<file path="config.mk">
export PLATFORM = sky130hd
export DESIGN_NAME = imc_host_cmd
export DESIGN_NICKNAME = d
export VERILOG_FILES = /design/src/common/imc_pkg.sv /design/src/hw/imc_cmd_exec.sv /design/src/hw/imc_host_cmd.sv
export SDC_FILE = /design/constraint.sdc
export NUM_CORES = 1
export LEC_CHECK = 0
export BUFFER_PORTS_ARGS = -buffer_cell sky130_fd_sc_hd__clkbuf_2
export CAP_MARGIN = 20
export CELL_PAD_IN_SITES_DETAIL_PLACEMENT = 0
export CELL_PAD_IN_SITES_GLOBAL_PLACEMENT = 1
export CORE_MARGIN = 2
export CORE_UTILIZATION = 45
export DETAILED_ROUTE_END_ITERATION = 8
export GPL_ROUTABILITY_DRIVEN = 0
export HOLD_SLACK_MARGIN = 0.06
export PLACE_DENSITY_LB_ADDON = 0.08
export SKIP_CTS_REPAIR_TIMING = 1
export SYNTH_ARGS = -nofsm -noshare
export SYNTH_HDL_FRONTEND = slang
export SYNTH_HIERARCHICAL = 1
export SYNTH_SLANG_ARGS = --single-unit
</file>
<file path="constraint.sdc">
create_clock -name SYS_CLK_I -period 2.3 [get_ports SYS_CLK_I]
set_input_delay 0.23 -clock SYS_CLK_I [delete_from_list [all_inputs] [get_ports SYS_CLK_I]]
set_output_delay 0.23 -clock SYS_CLK_I [all_outputs]
set_load 0.01 [all_outputs]
</file>
<file path="src/common/imc_pkg.sv">
// package: register map, command codes and carriers of the command block
package imc_pkg;
   // ==================================================
   // register offsets
   localparam int ADDR_W = 7;
   localparam logic [6:0] OFS_CMD = 7'h0a;
   localparam logic [6:0] OFS_PARAM0 = 7'h0b;
   localparam logic [6:0] OFS_STATUS = 7'h20;
   localparam logic [6:0] OFS_SENS_CTRL = 7'h21;
   localparam logic [6:0] OFS_FEAT_CTRL = 7'h22;
   localparam logic [6:0] OFS_ID0 = 7'h30;
   localparam logic [6:0] OFS_RST_STAT = 7'h4d;
   localparam logic [6:0] OFS_TAP = 7'h59;
   localparam logic [6:0] OFS_STEP_LOW = 7'h5a;
   localparam logic [6:0] OFS_STEP_MID = 7'h5b;
   localparam logic [6:0] OFS_STEP_HIGH = 7'h5c;
   localparam logic [6:0] OFS_SOFT_RST = 7'h60;
   localparam int N_PARAM = 8;
   localparam int N_ID = 9;
   localparam int FW_W = 24;
   localparam int UID_W = 48;
   // ==================================================
   // field positions and values
   localparam int DONE_BIT = 7;
   localparam int INT_EN_BIT = 3;
   localparam int INT_DIS_BIT = 7;
   localparam int TAP_DIR_BIT = 7;
   localparam int TAP_AXIS_LSB = 4;
   localparam int TAP_NUM_LSB = 0;
   localparam logic [1:0] TAP_NUM_BAD = 2'h3;
   localparam int PULLUP_W = 4;
   localparam logic [7:0] RST_MAGIC = 8'hb0;
   localparam logic [7:0] RST_DONE_VAL = 8'h80;
   localparam logic [7:0] CTRL_RST_VAL = 8'h00;
   localparam logic [23:0] STEP_RST_VAL = 24'h000000;
   // ==================================================
   // command codes
   localparam logic [7:0] CODE_ACK = 8'h00;
   localparam logic [7:0] CODE_FIFO_RST = 8'h04;
   localparam logic [7:0] CODE_FIFO_REQ = 8'h05;
   localparam logic [7:0] CODE_WOM = 8'h08;
   localparam logic [7:0] CODE_ACC_OFS = 8'h09;
   localparam logic [7:0] CODE_GYR_OFS = 8'h0a;
   localparam logic [7:0] CODE_TAP_CFG = 8'h0c;
   localparam logic [7:0] CODE_PED_CFG = 8'h0d;
   localparam logic [7:0] CODE_MOT_CFG = 8'h0e;
   localparam logic [7:0] CODE_STEP_RST = 8'h0f;
   localparam logic [7:0] CODE_COPY_ID = 8'h10;
   localparam logic [7:0] CODE_PULLUP = 8'h11;
   localparam logic [7:0] CODE_CLK_GATE = 8'h12;
   localparam logic [7:0] CODE_GYR_CAL = 8'ha2;
   localparam logic [7:0] CODE_GAIN_RST = 8'haa;
   // strobe indices, one per function
   localparam int N_CMD = 14;
   localparam int IDX_W = 4;
   localparam logic [3:0] CMD_FIFO_RST = 4'h0;
   localparam logic [3:0] CMD_FIFO_REQ = 4'h1;
   localparam logic [3:0] CMD_WOM = 4'h2;
   localparam logic [3:0] CMD_ACC_OFS = 4'h3;
   localparam logic [3:0] CMD_GYR_OFS = 4'h4;
   localparam logic [3:0] CMD_TAP_CFG = 4'h5;
   localparam logic [3:0] CMD_PED_CFG = 4'h6;
   localparam logic [3:0] CMD_MOT_CFG = 4'h7;
   localparam logic [3:0] CMD_STEP_RST = 4'h8;
   localparam logic [3:0] CMD_COPY_ID = 4'h9;
   localparam logic [3:0] CMD_PULLUP = 4'ha;
   localparam logic [3:0] CMD_CLK_GATE = 4'hb;
   localparam logic [3:0] CMD_GYR_CAL = 4'hc;
   localparam logic [3:0] CMD_GAIN_RST = 4'hd;
   // ==================================================
   // timing
   localparam int CLK_PERIOD_NS = 40;
   localparam int EXEC_TIME_NS = 200;
   localparam int EXEC_CYCLES =
      (EXEC_TIME_NS + CLK_PERIOD_NS - 1) / CLK_PERIOD_NS;
   // ==================================================
   // types
   typedef enum logic [1:0] {PROT_PLAIN, PROT_READ, PROT_WRITE} imc_prot_t;
   typedef struct packed {
      logic wr;
      logic rd;
      logic [6:0] addr;
      logic [7:0] wdata;
   } imc_reg_req_t;
   typedef struct packed {
      logic valid;
      logic negative;
      logic [1:0] axis;
      logic [1:0] count;
   } imc_tap_t;
endpackage

</file>
<file path="src/hw/imc_cmd_exec.sv">
// command decoder and executor: classifies codes and times each function
`timescale 1ns/1ps
module imc_cmd_exec import imc_pkg::*; #(
   parameter int EXEC_LEN = EXEC_CYCLES
) (
   input wire logic clk_i,
   input wire logic rst_n_i,
   input wire logic srst_i,
   input wire logic start_i,
   input wire logic [7:0] code_i,
   output logic known_o,
   output imc_prot_t prot_o,
   output logic busy_o,
   output logic done_o,
   output logic [N_CMD-1:0] stb_o
);
   localparam int CNT_W = $clog2(EXEC_LEN + 1);
   typedef enum logic {ST_IDLE, ST_RUN} imc_exec_st_t;

   imc_exec_st_t st_ff;
   logic [CNT_W-1:0] cnt_ff;
   logic [IDX_W-1:0] idx_ff;
   logic [IDX_W-1:0] idx;
   logic last;

   // refuse a run length the counter cannot serve
   if (EXEC_LEN < 1) begin : g_bad_len
      $error("EXEC_LEN must be at least one cycle");
   end

   // ==================================================
   // code table: function index and protocol type
   always_comb begin
      known_o = 1'b1;
      idx = CMD_FIFO_RST;
      prot_o = PROT_WRITE;
      unique case (code_i)
         CODE_FIFO_RST: prot_o = PROT_PLAIN;
         CODE_FIFO_REQ: begin
            idx = CMD_FIFO_REQ;
            prot_o = PROT_READ;
         end
         CODE_WOM: idx = CMD_WOM;
         CODE_ACC_OFS: idx = CMD_ACC_OFS;
         CODE_GYR_OFS: idx = CMD_GYR_OFS;
         CODE_TAP_CFG: idx = CMD_TAP_CFG;
         CODE_PED_CFG: idx = CMD_PED_CFG;
         CODE_MOT_CFG: idx = CMD_MOT_CFG;
         CODE_STEP_RST: idx = CMD_STEP_RST;
         CODE_COPY_ID: begin
            idx = CMD_COPY_ID;
            prot_o = PROT_READ;
         end
         CODE_PULLUP: idx = CMD_PULLUP;
         CODE_CLK_GATE: idx = CMD_CLK_GATE;
         CODE_GYR_CAL: idx = CMD_GYR_CAL;
         CODE_GAIN_RST: idx = CMD_GAIN_RST;
         default: begin
            known_o = 1'b0;
            prot_o = PROT_PLAIN;
         end
      endcase
   end

   assign busy_o = (st_ff == ST_RUN);
   assign last = (cnt_ff == CNT_W'(1));

   // ==================================================
   // run state: one function at a time, fixed length
   always_ff @(posedge clk_i or negedge rst_n_i) begin
      if (!rst_n_i) begin
         st_ff <= ST_IDLE;
         cnt_ff <= '0;
         idx_ff <= '0;
      end else if (srst_i) begin
         st_ff <= ST_IDLE;
         cnt_ff <= '0;
      end else if (st_ff == ST_IDLE && start_i && known_o) begin
         st_ff <= ST_RUN;
         cnt_ff <= CNT_W'(EXEC_LEN);
         idx_ff <= idx;
      end else if (st_ff == ST_RUN) begin
         cnt_ff <= cnt_ff - CNT_W'(1);
         if (last) begin
            st_ff <= ST_IDLE;
         end
      end
   end

   // ==================================================
   // function strobe and completion pulse at the end
   always_ff @(posedge clk_i or negedge rst_n_i) begin
      if (!rst_n_i) begin
         done_o <= 1'b0;
         stb_o <= '0;
      end else begin
         done_o <= busy_o && last && !srst_i;
         stb_o <= '0;
         if (busy_o && last && !srst_i) begin
            stb_o[idx_ff] <= 1'b1;
         end
      end
   end
endmodule

</file>
<file path="src/hw/imc_host_cmd.sv">
// host command handshake, parameter, result and soft reset registers
`timescale 1ns/1ps
// Function
// - a written code matching the table runs its function
// - finishing sets status bit 7; line raises when enabled
// - acknowledge clears status bit 7 and drops the line
// - read-type results are ready once the handshake ends
// - plain-type codes move no data around the handshake
// - 0x04 is plain FIFO reset, 0x05 read-type FIFO request
// - 0x08, 0x09, 0x0A are write-type motion and offset codes
// - 0x0C to 0x0F are write-type tap, pedometer, motion, step
// - 0x10 copies ID and version; 0x11 pull-ups; 0x12 gating
// - 0xA2 gyro calibration, 0xAA gain restore, both write-type
// - eight byte parameter registers at 0x0B through 0x12
// - tap bit 7 gives direction, 1 for negative
// - tap bits 5:4 give axis, 0 none, 1 X, 2 Y, 3 Z
// - tap bits 1:0 give count, none, single, double
// - 24-bit step count in three bytes, reset to zero
// - writing 0xB0 to the reset register resets at once
// - register 0x4D reads 0x80 after any reset
// - command register sits on the common register port
// - FIFO reset clears data, count and flags
module imc_host_cmd import imc_pkg::*; #(
   parameter int EXEC_LEN = EXEC_CYCLES
) (
   input wire logic SYS_CLK_I,
   input wire logic NRST_I,
   input wire imc_reg_req_t REG_REQ_I,
   input wire imc_tap_t TAP_EVT_I,
   input wire logic STEP_INC_I,
   input wire logic [UID_W-1:0] UID_I,
   input wire logic [FW_W-1:0] FW_VER_I,
   output logic [7:0] REG_RDATA_O,
   output logic FIRST_IRQ_PIN_O,
   output logic [N_CMD-1:0] CMD_STB_O,
   output logic [8*N_PARAM-1:0] PARAM_O,
   output logic [PULLUP_W-1:0] PULLUP_DIS_O,
   output logic FIFO_RST_O,
   output logic SOFT_RST_O
);
   logic [7:0] cmd_ff;
   logic done_ff;
   logic int_ff;
   logic [7:0] sens_ctrl_ff;
   logic [7:0] feat_ctrl_ff;
   logic [7:0] param_ff [N_PARAM];
   logic [7:0] id_ff [N_ID];
   logic copy_pend_ff;
   logic [7:0] tap_ff;
   logic [23:0] step_ff;
   logic [7:0] rst_stat_ff;
   logic srst_ff;
   logic [PULLUP_W-1:0] pullup_ff;
   logic [7:0] rdata_ff;
   logic [7:0] nxt_rdata;
   logic [FW_W+UID_W-1:0] id_src;
   logic wr_cmd;
   logic wr_ack;
   logic start;
   logic known;
   imc_prot_t prot;
   logic busy;
   logic exec_done;
   logic [N_CMD-1:0] stb;
   logic int_en;
   logic do_copy;

   // refuse settings the register map cannot serve
   if (N_PARAM * 8 != 64 || EXEC_LEN < 1) begin : g_bad_cfg
      $error("unsupported parameter setting");
   end

   // ==================================================
   // register port decode
   // command register write
   assign wr_cmd = REG_REQ_I.wr && REG_REQ_I.addr == OFS_CMD;
   assign wr_ack = wr_cmd && REG_REQ_I.wdata == CODE_ACK;
   // new codes only when idle and acknowledged
   assign start = wr_cmd && !wr_ack && !busy && !done_ff && !srst_ff;
   assign int_en = sens_ctrl_ff[INT_EN_BIT] && !feat_ctrl_ff[INT_DIS_BIT];
   assign do_copy = copy_pend_ff || stb[CMD_COPY_ID];
   assign id_src = {UID_I, FW_VER_I};

   imc_cmd_exec #(
      .EXEC_LEN(EXEC_LEN)
   ) u_exec (
      .clk_i(SYS_CLK_I),
      .rst_n_i(NRST_I),
      .srst_i(srst_ff),
      .start_i(start),
      .code_i(REG_REQ_I.wdata),
      .known_o(known),
      .prot_o(prot),
      .busy_o(busy),
      .done_o(exec_done),
      .stb_o(stb)
   );

   // ==================================================
   // command register readback
   always_ff @(posedge SYS_CLK_I or negedge NRST_I) begin
      if (!NRST_I) begin
         cmd_ff <= CODE_ACK;
      end else if (srst_ff) begin
         cmd_ff <= CODE_ACK;
      end else if (wr_ack || (start && known)) begin
         cmd_ff <= REG_REQ_I.wdata;
      end
   end

   // ==================================================
   // completion flag: a finish in the acknowledge cycle wins
   // set on finish, clear on acknowledge
   always_ff @(posedge SYS_CLK_I or negedge NRST_I) begin
      if (!NRST_I) begin
         done_ff <= 1'b0;
      end else if (srst_ff) begin
         done_ff <= 1'b0;
      end else if (exec_done) begin
         done_ff <= 1'b1;
      end else if (wr_ack) begin
         done_ff <= 1'b0;
      end
   end

   // interrupt line follows the flag while enabled
   always_ff @(posedge SYS_CLK_I or negedge NRST_I) begin
      if (!NRST_I) begin
         int_ff <= 1'b0;
      end else begin
         int_ff <= done_ff && int_en && !srst_ff;
      end
   end

   // ==================================================
   // interrupt enable controls
   always_ff @(posedge SYS_CLK_I or negedge NRST_I) begin
      if (!NRST_I) begin
         sens_ctrl_ff <= CTRL_RST_VAL;
         feat_ctrl_ff <= CTRL_RST_VAL;
      end else if (srst_ff) begin
         sens_ctrl_ff <= CTRL_RST_VAL;
         feat_ctrl_ff <= CTRL_RST_VAL;
      end else if (REG_REQ_I.wr) begin
         if (REG_REQ_I.addr == OFS_SENS_CTRL) begin
            sens_ctrl_ff <= REG_REQ_I.wdata;
         end
         if (REG_REQ_I.addr == OFS_FEAT_CTRL) begin
            feat_ctrl_ff <= REG_REQ_I.wdata;
         end
      end
   end

   // ==================================================
   // parameter registers, frozen while a function runs
   // eight bytes at consecutive offsets
   for (genvar i = 0; i < N_PARAM; i++) begin : g_param
      always_ff @(posedge SYS_CLK_I or negedge NRST_I) begin
         if (!NRST_I) begin
            param_ff[i] <= CTRL_RST_VAL;
         end else if (srst_ff) begin
            param_ff[i] <= CTRL_RST_VAL;
         end else if (REG_REQ_I.wr && !busy &&
                      REG_REQ_I.addr == OFS_PARAM0 + 7'(i)) begin
            param_ff[i] <= REG_REQ_I.wdata;
         end
      end
      assign PARAM_O[8*i +: 8] = param_ff[i];
   end

   // ==================================================
   // identity copy: once after reset and on request
   // version and serial copied to host registers
   for (genvar i = 0; i < N_ID; i++) begin : g_id
      always_ff @(posedge SYS_CLK_I or negedge NRST_I) begin
         if (!NRST_I) begin
            id_ff[i] <= CTRL_RST_VAL;
         end else if (do_copy) begin
            id_ff[i] <= id_src[8*i +: 8];
         end
      end
   end

   always_ff @(posedge SYS_CLK_I or negedge NRST_I) begin
      if (!NRST_I) begin
         copy_pend_ff <= 1'b1;
      end else begin
         copy_pend_ff <= srst_ff;
      end
   end

   // ==================================================
   // pull-up disable bits taken from the first parameter byte
   always_ff @(posedge SYS_CLK_I or negedge NRST_I) begin
      if (!NRST_I) begin
         pullup_ff <= '0;
      end else if (srst_ff) begin
         pullup_ff <= '0;
      end else if (stb[CMD_PULLUP]) begin
         pullup_ff <= param_ff[0][PULLUP_W-1:0];
      end
   end

   // ==================================================
   // tap result, reserved bits zero
   // direction, axis, count; count 3 dropped
   always_ff @(posedge SYS_CLK_I or negedge NRST_I) begin
      if (!NRST_I) begin
         tap_ff <= CTRL_RST_VAL;
      end else if (srst_ff) begin
         tap_ff <= CTRL_RST_VAL;
      end else if (TAP_EVT_I.valid && TAP_EVT_I.count != TAP_NUM_BAD) begin
         tap_ff <= CTRL_RST_VAL;
         tap_ff[TAP_DIR_BIT] <= TAP_EVT_I.negative;
         tap_ff[TAP_AXIS_LSB +: 2] <= TAP_EVT_I.axis;
         tap_ff[TAP_NUM_LSB +: 2] <= TAP_EVT_I.count;
      end
   end

   // ==================================================
   // step counter
   // 24-bit count, cleared by reset
   always_ff @(posedge SYS_CLK_I or negedge NRST_I) begin
      if (!NRST_I) begin
         step_ff <= STEP_RST_VAL;
      end else if (srst_ff || stb[CMD_STEP_RST]) begin
         step_ff <= STEP_RST_VAL;
      end else if (STEP_INC_I) begin
         step_ff <= step_ff + 24'h000001;
      end
   end

   // ==================================================
   // soft reset trigger and reset status
   // magic value starts reset in any mode
   always_ff @(posedge SYS_CLK_I or negedge NRST_I) begin
      if (!NRST_I) begin
         srst_ff <= 1'b0;
      end else begin
         srst_ff <= REG_REQ_I.wr && REG_REQ_I.addr == OFS_SOFT_RST &&
                    REG_REQ_I.wdata == RST_MAGIC;
      end
   end

   // reads the done value after any reset
   always_ff @(posedge SYS_CLK_I or negedge NRST_I) begin
      if (!NRST_I) begin
         rst_stat_ff <= RST_DONE_VAL;
      end else if (srst_ff) begin
         rst_stat_ff <= RST_DONE_VAL;
      end else if (REG_REQ_I.wr && REG_REQ_I.addr == OFS_SOFT_RST &&
                   REG_REQ_I.wdata == RST_MAGIC) begin
         rst_stat_ff <= CTRL_RST_VAL;
      end
   end

   // ==================================================
   // read mux, answered one cycle after the read
   // every register on the one port except the soft reset trigger, which reads zero
   always_comb begin
      nxt_rdata = 8'h00;
      if (REG_REQ_I.addr >= OFS_PARAM0 &&
          REG_REQ_I.addr < OFS_PARAM0 + 7'(N_PARAM)) begin
         nxt_rdata = param_ff[3'(REG_REQ_I.addr - OFS_PARAM0)];
      end else if (REG_REQ_I.addr >= OFS_ID0 &&
                   REG_REQ_I.addr < OFS_ID0 + 7'(N_ID)) begin
         nxt_rdata = id_ff[4'(REG_REQ_I.addr - OFS_ID0)];
      end else begin
         unique case (REG_REQ_I.addr)
            OFS_CMD: nxt_rdata = cmd_ff;
            OFS_STATUS: nxt_rdata[DONE_BIT] = done_ff;
            OFS_SENS_CTRL: nxt_rdata = sens_ctrl_ff;
            OFS_FEAT_CTRL: nxt_rdata = feat_ctrl_ff;
            OFS_RST_STAT: nxt_rdata = rst_stat_ff;
            OFS_TAP: nxt_rdata = tap_ff;
            OFS_STEP_LOW: nxt_rdata = step_ff[7:0];
            OFS_STEP_MID: nxt_rdata = step_ff[15:8];
            OFS_STEP_HIGH: nxt_rdata = step_ff[23:16];
            default: nxt_rdata = 8'h00;
         endcase
      end
   end

   always_ff @(posedge SYS_CLK_I or negedge NRST_I) begin
      if (!NRST_I) begin
         rdata_ff <= 8'h00;
      end else if (REG_REQ_I.rd) begin
         rdata_ff <= nxt_rdata;
      end
   end

   // ==================================================
   // outputs
   // FIFO reset pulse clears data, count and flags
   assign FIFO_RST_O = stb[CMD_FIFO_RST];
   assign CMD_STB_O = stb;
   assign REG_RDATA_O = rdata_ff;
   assign FIRST_IRQ_PIN_O = int_ff;
   assign PULLUP_DIS_O = pullup_ff;
   assign SOFT_RST_O = srst_ff;

   // ==================================================
   // checks
   // finish raises flag
   done_set_a: assert property (
      @(posedge SYS_CLK_I) disable iff (!NRST_I)
      exec_done && !srst_ff |=> done_ff ##1 (int_ff == int_en))
      else $error("finish did not raise completion flag");

   ack_clear_a: assert property (
      @(posedge SYS_CLK_I) disable iff (!NRST_I)
      wr_ack && done_ff && !exec_done |=> !done_ff ##1 !int_ff)
      else $error("acknowledge did not clear completion");

   // known code runs for the full length then strobes
   dispatch_a: assert property (
      @(posedge SYS_CLK_I) disable iff (!NRST_I || srst_ff)
      start && known |=> busy [*1] ##(EXEC_LEN) exec_done)
      else $error("known code not executed on time");

   unknown_a: assert property (
      @(posedge SYS_CLK_I) disable iff (!NRST_I)
      start && !known |=> !busy && $stable(done_ff) && $stable(cmd_ff))
      else $error("unknown code changed state");

   fifo_type_a: assert property (
      @(posedge SYS_CLK_I) disable iff (!NRST_I)
      wr_cmd && REG_REQ_I.wdata == CODE_FIFO_REQ |-> prot == PROT_READ)
      else $error("FIFO request not read type");

   plain_type_a: assert property (
      @(posedge SYS_CLK_I) disable iff (!NRST_I)
      wr_cmd && REG_REQ_I.wdata == CODE_FIFO_RST |-> prot == PROT_PLAIN)
      else $error("FIFO reset not plain type");

   ofs_type_a: assert property (
      @(posedge SYS_CLK_I) disable iff (!NRST_I)
      wr_cmd && REG_REQ_I.wdata == CODE_GYR_OFS |-> prot == PROT_WRITE)
      else $error("offset code not write type");

   step_clr_a: assert property (
      @(posedge SYS_CLK_I) disable iff (!NRST_I)
      stb[CMD_STEP_RST] |=> step_ff == STEP_RST_VAL)
      else $error("step count not cleared");

   tap_num_a: assert property (
      @(posedge SYS_CLK_I) disable iff (!NRST_I)
      tap_ff[TAP_NUM_LSB +: 2] != TAP_NUM_BAD)
      else $error("tap count holds unused value");

   // magic write resets and reports success
   soft_rst_a: assert property (
      @(posedge SYS_CLK_I) disable iff (!NRST_I)
      REG_REQ_I.wr && REG_REQ_I.addr == OFS_SOFT_RST &&
      REG_REQ_I.wdata == RST_MAGIC
      |=> srst_ff ##1 (rst_stat_ff == RST_DONE_VAL && !done_ff))
      else $error("soft reset sequence wrong");
endmodule

</file>
==> results.md <==
| Quantity | Reported |
|:---|:---|
| Outcome | finished clean |
| Switch share | 0.248 |
| Number of warnings reported in the yosys synthesis log | 6 |
| Peak ir drop on the vdd network | 0.647 mV |
| Post-layout utilization of the core | 0.588 |
| Total gr overflow | 0 |
| Total Routing Usage GR | 0.231 |
| Ratio of final minimum period to clock period | 0.843 |
| Die boundary height | 163 microns |
| Part of the power in combinational logic | 0.119 |
| Design area | 14700 sq um |
| Mapped Cells | 933 |
| Max-capacitance violation count | 0 |
| DRC errors left | 0 |
| Fraction of power consumed by sequential logic | 0.433 |
| CTS Root Buffer Type | sky130_fd_sc_hd__clkbuf_16 |
| Placed cell count | 1433 |
| Hold slack final | 58.3 ps |
| Cell Int Power | 7.88 mW |
| Post-synthesis net count | 1038 |
| Minimum setup slack after placement | 100 ps |
| Number of cells traversed by the worst register-to-register path | 5 |
| DR iter-0 viols | 590 |
| Average vias per placed instance | 5.44 |
| Path class of the lowest-slack min-delay path | primary input to register |
| Worst-margin pin slew | 943 ps |
| Total power consumption of the routed design | 10.5 mW |
| Post-layout min period | 1940 ps |
| Data arrival time of the critical path | 2360 ps |
| Detailed-routing iteration count for the pre-antenna-repair pass | 7 |
| CTS clk-pin slew, worst paths | 60 ps |
| Horizontal die dimension | 163 microns |
| Number of buffers created by CTS | 27 |
| Count of clock tree sinks | 229 |
| Hold violation count in the final report | 0 |
| Worst clock skew | 10.0 ps |
| Number of nets with antenna violations after detailed routing | 0 |
| Layout cell share with drive strength beyond 1 | 0.356 |
| Overall via count from detail_route | 8489 |
| Slew margin rel. | 0.371 |
| Buffer depth of the longest clock path | 3 |
| Net Switching | 2.61 mW |
| Hold Path Cell Cnt | 3 |
| Vias in the first global route | 8042 |
| Worst setup SP type | register |
| Type of destination of the critical path | register |
| Placed instance area | 12900 sq um |
| Data required time of the worst path | 2720 ps |
| Worst Setup Path Type | register to register |
| Floorplan die area | 26500 sq um |
| Fillers | 2155 |
| Diodes inserted | 0 |
| Synthesis-to-finish area growth | 29.1% |
| Starting utilization of the core area | 0.455 |
| Final-report max-slew violation count | 0 |
| Unrepaired setup endpoints after global routing | no |
| Peak Freq | 516 MHz |
| Leakage power total | 7.30 nW |
| Sum of negative setup slack | 0 ps |
| Count of input and output buffers | 190 |
| Count of placed standard cells in the final layout, fillers left out | 1561 |
| Clock latency reported for the late side of the worst-skew pair | 540 ps |
| Number of standard-cell rows in the floorplan | 58 |
| Ports | 191 |
| Number of nets in the final layout | 1315 |
| Average cell area after synthesis | 12.2 sq um |
| First-pass GRT wire length | 47.1 mm |
| Antenna violations before repair | 2 |
| Pin count of the biggest net entering global routing | 83 |
| Routed wire length | 31.2 mm |
| Avg WL per Cell | 20.0 microns |
| Power density cells | 715 nW/um^2 |
| Htree depth | 1 |
| Detailed placement HPWL | 21.9 mm |
| Portion of total power attributed to the clock network | 0.448 |
| Area of the core | 25000 sq um |
| Final number of setup-violating endpoints | 0 |
| TritonCTS clock tree | yes |
| CP max FO | 14 |
| Post-synthesis instance area | 11400 sq um |
| Final worst-path setup slack | 361 ps |
[layout make-up]
cell class | instances | area (sq um) | area share
clock buffers | 38 | 797 | 0.0543
clock inverters | 12 | 205 | 0.0140
inverters | 10 | 37.5 | 0.00256
multi-input cells | 628 | 5310 | 0.362
flip-flops and latches | 229 | 5740 | 0.391
well taps | 330 | 413 | 0.0281
repair buffers | 314 | 2170 | 0.148
[registers in the layout, summed over array words and instances (netlist names), 3 cells and up]
signal         count
tap_ff             5
step_ff           24
REG_RDATA_O        8
u_exec/idx_ff      4
u_exec/cnt_ff      3
id_ff             72
PARAM_O           64
feat_ctrl_ff       8
PULLUP_DIS_O       4
sens_ctrl_ff       8
u_exec/stb_o      14
cmd_ff             8
[final timing paths]
check | from | to | slack [ps]
setup reg to reg | step_ff[2] | step_ff[20] | 360
min in group asynchronous | NRST_I | u_exec/stb_o[1] | 220
max in group asynchronous | NRST_I | PARAM_O[55] | 1340
setup / recovery | step_ff[2] | step_ff[20] | 360
hold reg to reg | rst_stat_ff[7] | rst_stat_ff[7] | 470
hold / removal | TAP_EVT_I[5] | tap_ff[1] | 60
[routing by layer]
| layer | GRT usage | share of wire | vias up |
|---|---|---|---|
| li1 | - | - | 3937 |
| met1 | 0.337 | 0.44 | 4263 |
| met2 | 0.361 | 0.48 | 235 |
| met3 | 0.0400 | 0.053 | 50 |
| met4 | 0.0535 | 0.024 | 4 |
| met5 | 0 | 0.00083 | - |
[layout by cell type, fill, tap and decap left out, types with 6 or more instances in the layout]
cell                            instances
sky130_fd_sc_hd__dfrtp_1              226
sky130_fd_sc_hd__clkbuf_2             189
sky130_fd_sc_hd__nor2_1               117
sky130_fd_sc_hd__mux2i_1               96
sky130_fd_sc_hd__mux2_2                79
sky130_fd_sc_hd__dlygate4sd3_1         78
sky130_fd_sc_hd__buf_4                 39
sky130_fd_sc_hd__mux4_2                32
sky130_fd_sc_hd__nand2_1               28
sky130_fd_sc_hd__clkbuf_16             27
sky130_fd_sc_hd__nand3_1               21
sky130_fd_sc_hd__a21oi_1               19
sky130_fd_sc_hd__nor2b_1               15
sky130_fd_sc_hd__a22oi_1               15
sky130_fd_sc_hd__xnor2_1               14
sky130_fd_sc_hd__nor3_1                13
sky130_fd_sc_hd__nand3b_1              13
sky130_fd_sc_hd__inv_1                 10
sky130_fd_sc_hd__or3_1                 10
sky130_fd_sc_hd__nand2b_1              10
sky130_fd_sc_hd__o21ai_0                9
sky130_fd_sc_hd__nand4_1                8
sky130_fd_sc_hd__clkbuf_8               8
sky130_fd_sc_hd__xor2_1                 7
sky130_fd_sc_hd__nand2_2                7
sky130_fd_sc_hd__nor3b_1                7
sky130_fd_sc_hd__buf_12                 7
sky130_fd_sc_hd__and4_1                 6
sky130_fd_sc_hd__ha_1                   6
[power groups by stage]
stage               combinational [mW]  clock (mW)  sequential [mW]
global route                      1.37        4.95             4.58
detailed placement                1.16           0             4.61
floorplan                        0.620           0             4.57
CTS                               1.16        4.79             4.55
finish                            1.25        4.70             4.55
global placement                  1.14           0             4.61
[critical path, cell delays in order, from the launching register on]
cell	delay, ps
sky130_fd_sc_hd__dfrtp_1	480
sky130_fd_sc_hd__and4_4	300
sky130_fd_sc_hd__nand4_2	330
sky130_fd_sc_hd__nor4_1	490
sky130_fd_sc_hd__xnor2_1	170
sky130_fd_sc_hd__nor2_1	60
No activity file was read; power rests on OpenSTA's default activity.
